--- src/hw/flash_host_pkg.sv ---
// Purpose: Shared constants and types for the parallel flash command controller.
// Assumes: 100 MHz ref_clk_i; byte-wide flash with 21 address lines.
// Notes: The host's own register map lives here beside the flash command codes.
package flash_host_pkg;

  localparam int CLK_NS = 10;
  localparam int ADDR_W = 21;

  // Write pulse width and read access time, in ns, with cycle counts rounded up.
  localparam int T_WP_NS = 45;
  localparam int T_ACC_NS = 70;
  localparam logic [3:0] WP_CYC = 4'((T_WP_NS + CLK_NS - 1) / CLK_NS);
  localparam logic [3:0] ACC_CYC = 4'((T_ACC_NS + CLK_NS - 1) / CLK_NS);

  // Host register offsets.
  localparam logic [2:0] REG_CMD = 3'h0;
  localparam logic [2:0] REG_ADDR = 3'h1;
  localparam logic [2:0] REG_DATA = 3'h2;
  localparam logic [2:0] REG_STATUS = 3'h3;
  localparam logic [2:0] REG_PINCTRL = 3'h4;

  // Status and pin control field positions.
  localparam int ST_BUSY_BIT = 0;
  localparam int ST_DONE_BIT = 1;
  localparam int ST_TMO_BIT = 2;
  localparam int ST_RDATA_LSB = 8;
  localparam int PC_RST_BIT = 0;
  localparam int PC_HV_BIT = 1;

  // Operation codes written to the command register.
  localparam logic [3:0] OP_READ = 4'h0;
  localparam logic [3:0] OP_RESET1 = 4'h1;
  localparam logic [3:0] OP_RESET3 = 4'h2;
  localparam logic [3:0] OP_IDENT = 4'h3;
  localparam logic [3:0] OP_PROGRAM = 4'h4;
  localparam logic [3:0] OP_CHIP_ERASE = 4'h5;
  localparam logic [3:0] OP_SECTOR_ERASE = 4'h6;
  localparam logic [3:0] OP_SUSPEND = 4'h7;
  localparam logic [3:0] OP_RESUME = 4'h8;

  // Flash command addresses and codes.
  localparam logic [ADDR_W-1:0] UNLOCK_ADDR1 = 21'h005555;
  localparam logic [ADDR_W-1:0] UNLOCK_ADDR2 = 21'h002aaa;
  localparam logic [7:0] CODE_UNLOCK1 = 8'haa;
  localparam logic [7:0] CODE_UNLOCK2 = 8'h55;
  localparam logic [7:0] CODE_RESET = 8'hf0;
  localparam logic [7:0] CODE_IDENT = 8'h90;
  localparam logic [7:0] CODE_PROGRAM = 8'ha0;
  localparam logic [7:0] CODE_ERASE_SETUP = 8'h80;
  localparam logic [7:0] CODE_CHIP_ERASE = 8'h10;
  localparam logic [7:0] CODE_SECTOR_ERASE = 8'h30;
  localparam logic [7:0] CODE_SUSPEND = 8'hb0;
  localparam logic [7:0] CODE_RESUME = 8'h30;

  typedef enum logic [2:0] {
    ST_IDLE,
    ST_W_SETUP,
    ST_W_PULSE,
    ST_W_HOLD,
    ST_R_PULSE,
    ST_R_END
  } state_t;

  typedef struct packed {
    logic [ADDR_W-1:0] addr;
    logic [7:0] dq;
    logic dq_oe_n;
    logic ce_n;
    logic we_n;
    logic oe_n;
    logic rst_n;
    logic hv;
  } pins_t;

  localparam pins_t PINS_IDLE = '{addr: '0, dq: '0, dq_oe_n: 1'b1, ce_n: 1'b1,
                                  we_n: 1'b1, oe_n: 1'b1, rst_n: 1'b1, hv: 1'b0};

endpackage

--- src/hw/flash_host.sv ---
// Purpose: Host-side controller that drives a parallel flash through its strobes.
// Assumes: Flash pins are synchronous to ref_clk_i; software uses the simple register port.
// Notes: One operation at a time; commands arriving while busy are dropped.
//
// Local design decisions: strobed register access and the register addresses.
`timescale 1ns/1ps
module flash_host
  import flash_host_pkg::*;
#(
  parameter logic [23:0] POLL_MAX = 24'hffffff
) (
  input wire logic ref_clk_i,
  input wire logic sys_rst_i,
  input wire logic [2:0] addr_i,
  input wire logic [31:0] wr_data_i,
  input wire logic wr_i,
  input wire logic rd_i,
  output logic [31:0] rd_data_o,
  output logic [ADDR_W-1:0] flash_addr_o,
  output logic [7:0] flash_dq_o,
  input wire logic [7:0] flash_dq_i,
  output logic flash_dq_oe_n_o,
  output logic chip_select_n_o,
  output logic write_strobe_n_o,
  output logic output_gate_n_o,
  output logic flash_reset_n_o,
  output logic flash_hv_unprotect_o
);

  typedef struct packed {
    state_t st;
    logic [3:0] op;
    logic [2:0] step;
    logic [3:0] cnt;
    logic [23:0] polls;
    logic [ADDR_W-1:0] addr;
    logic [7:0] data;
    logic [7:0] rdata;
    logic busy;
    logic done;
    logic tmo;
    logic rst_req;
    logic hv_req;
    pins_t pins;
    logic [31:0] rd_data;
  } ctl_t;

  ctl_t s;
  ctl_t next_s;

  function automatic logic [2:0] op_steps(input logic [3:0] op);
    case (op)
      OP_RESET1, OP_SUSPEND, OP_RESUME: op_steps = 3'd1;
      OP_RESET3, OP_IDENT: op_steps = 3'd3;
      OP_PROGRAM: op_steps = 3'd4;
      OP_CHIP_ERASE, OP_SECTOR_ERASE: op_steps = 3'd6;
      default: op_steps = 3'd0;
    endcase
  endfunction

  // Address and data of one write cycle within a command sequence.
  function automatic logic [ADDR_W+7:0] seq_word(input logic [3:0] op, input logic [2:0] step,
                                                 input logic [ADDR_W-1:0] a,
                                                 input logic [7:0] d);
    logic [7:0] third;
    third = CODE_RESET;
    case (op)
      OP_IDENT: third = CODE_IDENT;
      OP_PROGRAM: third = CODE_PROGRAM;
      OP_CHIP_ERASE, OP_SECTOR_ERASE: third = CODE_ERASE_SETUP;
      default: third = CODE_RESET;
    endcase
    case (step)
      3'd0: begin
        case (op)
          OP_RESET1: seq_word = {a, CODE_RESET};
          OP_SUSPEND: seq_word = {a, CODE_SUSPEND};
          OP_RESUME: seq_word = {a, CODE_RESUME};
          default: seq_word = {UNLOCK_ADDR1, CODE_UNLOCK1};
        endcase
      end
      3'd1: seq_word = {UNLOCK_ADDR2, CODE_UNLOCK2};
      3'd2: seq_word = {UNLOCK_ADDR1, third};
      3'd3: begin
        if (op == OP_PROGRAM) begin
          seq_word = {a, d};
        end else begin
          seq_word = {UNLOCK_ADDR1, CODE_UNLOCK1};
        end
      end
      3'd4: seq_word = {UNLOCK_ADDR2, CODE_UNLOCK2};
      3'd5: begin
        if (op == OP_CHIP_ERASE) begin
          seq_word = {UNLOCK_ADDR1, CODE_CHIP_ERASE};
        end else begin
          seq_word = {a, CODE_SECTOR_ERASE};
        end
      end
      default: seq_word = {UNLOCK_ADDR1, CODE_RESET};
    endcase
  endfunction

  logic [ADDR_W+7:0] word;
  logic is_poll_op;
  logic poll_ok;

  assign word = seq_word(s.op, s.step, s.addr, s.data);
  assign is_poll_op = (s.op == OP_PROGRAM) || (s.op == OP_CHIP_ERASE) ||
                      (s.op == OP_SECTOR_ERASE);
  // Program completes when the top bit echoes the written bit; erase when it reads one.
  assign poll_ok = (s.op == OP_PROGRAM) ? (s.rdata[7] == s.data[7]) : s.rdata[7];

  always_comb begin
    next_s = s;
    next_s.rd_data = '0;
    next_s.pins.rst_n = ~s.rst_req;
    next_s.pins.hv = s.hv_req;

    if (wr_i) begin
      case (addr_i)
        REG_CMD: begin
          if (!s.busy) begin
            next_s.op = wr_data_i[3:0];
            next_s.step = '0;
            next_s.cnt = '0;
            next_s.polls = '0;
            next_s.busy = 1'b1;
            next_s.done = 1'b0;
            next_s.tmo = 1'b0;
            next_s.st = (op_steps(wr_data_i[3:0]) == 3'd0) ? ST_R_PULSE : ST_W_SETUP;
          end
        end
        REG_ADDR: if (!s.busy) next_s.addr = wr_data_i[ADDR_W-1:0];
        REG_DATA: if (!s.busy) next_s.data = wr_data_i[7:0];
        REG_PINCTRL: begin
          next_s.rst_req = wr_data_i[PC_RST_BIT];
          next_s.hv_req = wr_data_i[PC_HV_BIT];
        end
        default: ;
      endcase
    end

    if (rd_i) begin
      case (addr_i)
        REG_CMD: next_s.rd_data = {28'h0000000, s.op};
        REG_ADDR: next_s.rd_data = {11'h000, s.addr};
        REG_DATA: next_s.rd_data = {24'h000000, s.data};
        REG_STATUS: begin
          next_s.rd_data[ST_BUSY_BIT] = s.busy;
          next_s.rd_data[ST_DONE_BIT] = s.done;
          next_s.rd_data[ST_TMO_BIT] = s.tmo;
          next_s.rd_data[ST_RDATA_LSB +: 8] = s.rdata;
        end
        REG_PINCTRL: begin
          next_s.rd_data[PC_RST_BIT] = s.rst_req;
          next_s.rd_data[PC_HV_BIT] = s.hv_req;
        end
        default: next_s.rd_data = '0;
      endcase
    end

    case (s.st)
      ST_IDLE: begin
        next_s.pins.ce_n = 1'b1;
        next_s.pins.we_n = 1'b1;
        next_s.pins.oe_n = 1'b1;
        next_s.pins.dq_oe_n = 1'b1;
      end
      // Address and data are set up a cycle before the write strobe falls.
      ST_W_SETUP: begin
        next_s.pins.addr = word[ADDR_W+7:8];
        next_s.pins.dq = word[7:0];
        next_s.pins.dq_oe_n = 1'b0;
        next_s.pins.oe_n = 1'b1;
        next_s.pins.ce_n = 1'b0;
        next_s.pins.we_n = 1'b1;
        next_s.cnt = '0;
        next_s.st = ST_W_PULSE;
      end
      ST_W_PULSE: begin
        next_s.pins.we_n = 1'b0;
        next_s.cnt = s.cnt + 4'd1;
        if (s.cnt == WP_CYC - 4'd1) begin
          next_s.st = ST_W_HOLD;
        end
      end
      // WE rises first with CE still low so the data edge is set by WE alone.
      ST_W_HOLD: begin
        if (!s.pins.we_n) begin
          next_s.pins.we_n = 1'b1;
        end else begin
          next_s.pins.ce_n = 1'b1;
          next_s.pins.dq_oe_n = 1'b1;
          if (s.step + 3'd1 < op_steps(s.op)) begin
            next_s.step = s.step + 3'd1;
            next_s.st = ST_W_SETUP;
          end else if (is_poll_op) begin
            // The pulse count must not shorten the access time of the first poll.
            next_s.cnt = '0;
            next_s.st = ST_R_PULSE;
          end else begin
            next_s.busy = 1'b0;
            next_s.done = 1'b1;
            next_s.st = ST_IDLE;
          end
        end
      end
      // Polls reuse the programmed or erased address so the top bit means completion.
      ST_R_PULSE: begin
        next_s.pins.addr = s.addr;
        next_s.pins.dq_oe_n = 1'b1;
        next_s.pins.we_n = 1'b1;
        next_s.pins.ce_n = 1'b0;
        next_s.pins.oe_n = 1'b0;
        next_s.cnt = s.cnt + 4'd1;
        if (s.cnt == ACC_CYC) begin
          next_s.rdata = flash_dq_i;
          next_s.cnt = '0;
          next_s.st = ST_R_END;
        end
      end
      ST_R_END: begin
        next_s.pins.ce_n = 1'b1;
        next_s.pins.oe_n = 1'b1;
        if (!is_poll_op || poll_ok) begin
          next_s.busy = 1'b0;
          next_s.done = 1'b1;
          next_s.st = ST_IDLE;
        end else if (s.polls == POLL_MAX) begin
          // A program of a zero back to one may never complete; give up.
          next_s.busy = 1'b0;
          next_s.tmo = 1'b1;
          next_s.st = ST_IDLE;
        end else begin
          next_s.polls = s.polls + 24'd1;
          next_s.st = ST_R_PULSE;
        end
      end
      default: next_s.st = ST_IDLE;
    endcase

    // Pulling the reset pin abandons the operation; the byte in flight is suspect.
    if (s.rst_req && s.busy) begin
      next_s.busy = 1'b0;
      next_s.tmo = 1'b1;
      next_s.st = ST_IDLE;
      next_s.pins.ce_n = 1'b1;
      next_s.pins.we_n = 1'b1;
      next_s.pins.oe_n = 1'b1;
      next_s.pins.dq_oe_n = 1'b1;
    end
  end

  always_ff @(posedge ref_clk_i) begin
    if (sys_rst_i) begin
      s <= '0;
      s.st <= ST_IDLE;
      s.pins <= PINS_IDLE;
    end else begin
      s <= next_s;
    end
  end

  assign rd_data_o = s.rd_data;
  assign flash_addr_o = s.pins.addr;
  assign flash_dq_o = s.pins.dq;
  assign flash_dq_oe_n_o = s.pins.dq_oe_n;
  assign chip_select_n_o = s.pins.ce_n;
  assign write_strobe_n_o = s.pins.we_n;
  assign output_gate_n_o = s.pins.oe_n;
  assign flash_reset_n_o = s.pins.rst_n;
  assign flash_hv_unprotect_o = s.pins.hv;

endmodule // flash_host

--- config.mk ---
export PLATFORM = sky130hd
export DESIGN_NAME = flash_host
export DESIGN_NICKNAME = d
export VERILOG_FILES = /design/src/hw/flash_host_pkg.sv /design/src/hw/flash_host.sv
export SDC_FILE = /design/constraint.sdc
export NUM_CORES = 1
export LEC_CHECK = 0
export BUFFER_PORTS_ARGS = -buffer_cell sky130_fd_sc_hd__buf_2
export CAP_MARGIN = 5
export CORE_MARGIN = 3
export CORE_UTILIZATION = 51
export DETAILED_ROUTE_END_ITERATION = 10
export GPL_ROUTABILITY_DRIVEN = 0
export PLACE_DENSITY = 0.76
export SLEW_MARGIN = 25
export SYNTH_ARGS = -nofsm -noshare
export SYNTH_HDL_FRONTEND = slang
export SYNTH_SLANG_ARGS = --single-unit
--- constraint.sdc ---
create_clock -name ref_clk_i -period 2.4 [get_ports ref_clk_i]
set_input_delay 0.24 -clock ref_clk_i [delete_from_list [all_inputs] [get_ports ref_clk_i]]
set_output_delay 0.24 -clock ref_clk_i [all_outputs]
set_load 0.02 [all_outputs]
==> impl_metrics.env <==
export IMPL_status="complete, no violations"
export IMPL_area_delta_synth_final_pct=14.5
export IMPL_synthDistinctLibCells=70
export IMPL_ys_ff_latch=139
export IMPL_clock_sinks=139
export IMPL_period_needed_ns=2.30
export IMPL_synth_fa_ha_area_frac=0.0299
export IMPL_async_flop_share=0
export IMPL_synth_ff_type="dfxtp_1"
export IMPL_r2r_slack_ns=0.10
export IMPL_worstPathArrival_ns=2.61
export IMPL_grt_start_max_net_pins=100
export IMPL_nNetsFinal=963
export IMPL_grt_antenna_before_repair=1
export IMPL_clk_pin_slew_ns=0.06
export IMPL_start_util=0.528
export IMPL_die_area_sq_um=15400
export IMPL_floorplan_rows=42
export IMPL_cts_tree="yes"
export IMPL_synthCells=847
export IMPL_startpoint="s[137]"
export IMPL_endpoint_kind="register"
export IMPL_synth_top_cell_area_share=0.392
export IMPL_rr_startpoint="s[137]"
export IMPL_hp_class="in2reg"
export IMPL_overflow=0
export IMPL_wl_per_cell_um=17.0
export IMPL_dieHeight_um=124
export IMPL_synth_area_sq_um=7110
export IMPL_fin_util=0.605
export IMPL_final_hold_violation_count=0
export IMPL_worst_pin_slew_ns=0.864
export IMPL_whs_path_depth=3
export IMPL_grt_total_usage=0.241
export IMPL_required_ns=2.71
export IMPL_yosys_area_top_type="dfxtp_1"
export IMPL_grt_pass1_wl_um=29000
export IMPL_viasPerCell=5.85
export IMPL_total_power_mw=5.38
export IMPL_vias=6366
export IMPL_slew_headroom=0.422
export IMPL_maxSlewViolCount=0
export IMPL_critPathKind="reg2reg"
export IMPL_io_pins=114
export IMPL_yosysMostFrequentCell="dfxtp_1"
export IMPL_crit_fanout=6
export IMPL_wl_um=18500
export IMPL_synthMuxAreaShare=0.0484
export IMPL_dp_hpwl_um=12800
export IMPL_r2r_end="s[133]"
export IMPL_cp_start_kind="register"
export IMPL_worstHoldEndpoint="s[106]"
export IMPL_max_freq_mhz=435
export IMPL_reg2reg_depth=9
export IMPL_cts_made_buffers=17
export IMPL_synth_compound_area_share=0.192
export IMPL_max_vdd_ir_drop_v=0.000588
export IMPL_whs_ns=0.0502
export IMPL_setup_viol=0
export IMPL_synth_seq_area_share=0.392
export IMPL_cts_hold_buf=0
export IMPL_min_delay_start="wr_data_i[18]"
export IMPL_core_sq_um=13500
export IMPL_clock_skew_ns=0.00860
export IMPL_powerDensity_nw_per_um2=661
export IMPL_p_leak_nw=3.29
export IMPL_io_buffers=91
export IMPL_grt_pass1_vias=5816
export IMPL_clk_latency_ns=0.43
export IMPL_rsz0062_at_grt="yes"
export IMPL_die_x_um=124
export IMPL_dp_cells=1053
export IMPL_yosys_warnings=0
export IMPL_synth_xor_area_frac=0.0111
export IMPL_drt_iter0_markers=750
export IMPL_drive_above_1_share=0.220
export IMPL_dr_pass1_iters=5
export IMPL_avgSynthCellArea_sq_um=8.39
export IMPL_n_fill_cell=1179
export IMPL_synth_simple_area_share=0.217
export IMPL_synth_common_cells="dfxtp_1, nand2_1, a21oi_1"
export IMPL_synth_top_family_by_area="simple AND/OR/NAND/NOR gates"
export IMPL_cts_root_buffer="clkbuf_16"
export IMPL_cts_buffer_depth=2
export IMPL_maxCapViolations=0
export IMPL_finalCritPeriodShare=0.958
export IMPL_ant_nets=0
export IMPL_stdcell_count=1088
export IMPL_synth_area_leaders="dfxtp_1, buf_4, a21oi_1"
export IMPL_h_tree_depth=4
export IMPL_drc=0
export IMPL_diodes=0
export IMPL_synth_enable_flop_cells=0
==> stage by stage <==
step | setup WS (ns) | TNS, ns | cell area [sq um]
2_1_floorplan | 0.0256 | 0 | 7140
3_3_place_gp | 0.133 | 0 | 7460
3_5_place_dp | 0.100 | 0 | 7460
4_1_cts | 0.0864 | 0 | 8080
5_1_grt | -0.00533 | -0.00533 | 8130
6_report | 0.101 | 0 | 8130
==> routing by layer <==
metal,vias to the layer above,global-route usage,share of wire
li1,3066,-,-
met5,-,0,0.00038
met4,2,0.0705,0.018
met3,23,0.0754,0.081
met2,251,0.385,0.46
met1,3024,0.313,0.44
==> cell families after synthesis <==
logic type | after synthesis
and+or+nand+nor | 309
AOI/OAI and AO/OA | 209
DFF | 139
buffers and inverters | 133
muxes | 30
adders and majority gates | 17
xor gates and xnor gates | 9
other | 1
==> worst max-delay path, cell delays in order, from the launching register on <==
cell     delay [ns]
dfxtp_2        0.35
ha_2           0.20
ha_4           0.26
inv_1          0.04
ha_1           0.29
nand2_1        0.07
o21ai_2        0.18
a31oi_2        0.12
o311a_1        0.41
mux2_2         0.27
==> area by class of cell <==
class	count	area [sq um]	share of cell area
multi-input combinational	585	3620	0.445
sequential	139	2790	0.342
inverter	22	82.6	0.0102
tap	176	220	0.0271
clock inverter	12	164	0.0202
clock buffer	20	457	0.0561
timing repair buffer	134	803	0.0988
==> sequential cells by signal (all words and copies together) (netlist names), named ones only <==
| signal | flops |
|---|---|
| s | 79 |
| output_gate_n_o | 1 |
| flash_hv_unprotect_o | 1 |
| rd_data_o | 21 |
| flash_dq_o | 8 |
| flash_reset_n_o | 1 |
| chip_select_n_o | 1 |
| flash_dq_oe_n_o | 1 |
| next_s | 1 |
| flash_addr_o | 21 |
| write_strobe_n_o | 1 |
==> worst max-delay path by stage <==
| stage | to | slack [ns] | cells after the start |
|---|---|---|---|
| finish | s[133] | 0.10 | 9 |
| global route | s[133] | -0.005 | 9 |
| CTS | s[133] | 0.09 | 9 |
| detailed placement | s[120] | 0.10 | 6 |
| global placement | s[133] | 0.13 | 9 |
| floorplan | s[133] | 0.03 | 10 |
==> repair_timing <==
item	in CTS	in global routing
setup endpoints to repair	0	21
gates resized for setup	0	6
setup buffers	0	3
==> power by group <==
part           leakage (nW)  total [mW]  switching (mW)  internal (mW)
Sequential             1.12        2.35          0.0192           2.33
Clock                 0.289        2.74            1.04           1.70
Combinational          1.87       0.294           0.194          0.100
==> cell usage in the layout (no fill, tap or decap), types with 12 or more instances in the layout <==
cell type    n
inv_1       22
dfxtp_1    137
mux2i_1     25
nand4_1     13
a21oi_1     82
o21ai_0     26
nor4_1      12
nand3_1     33
a22oi_1     14
nor2_1      60
nand2_1     99
buf_2       91
clkbuf_16   17
buf_4       41
ha_1        15
nor3_1      15
Power figures use the tool's default switching activity.
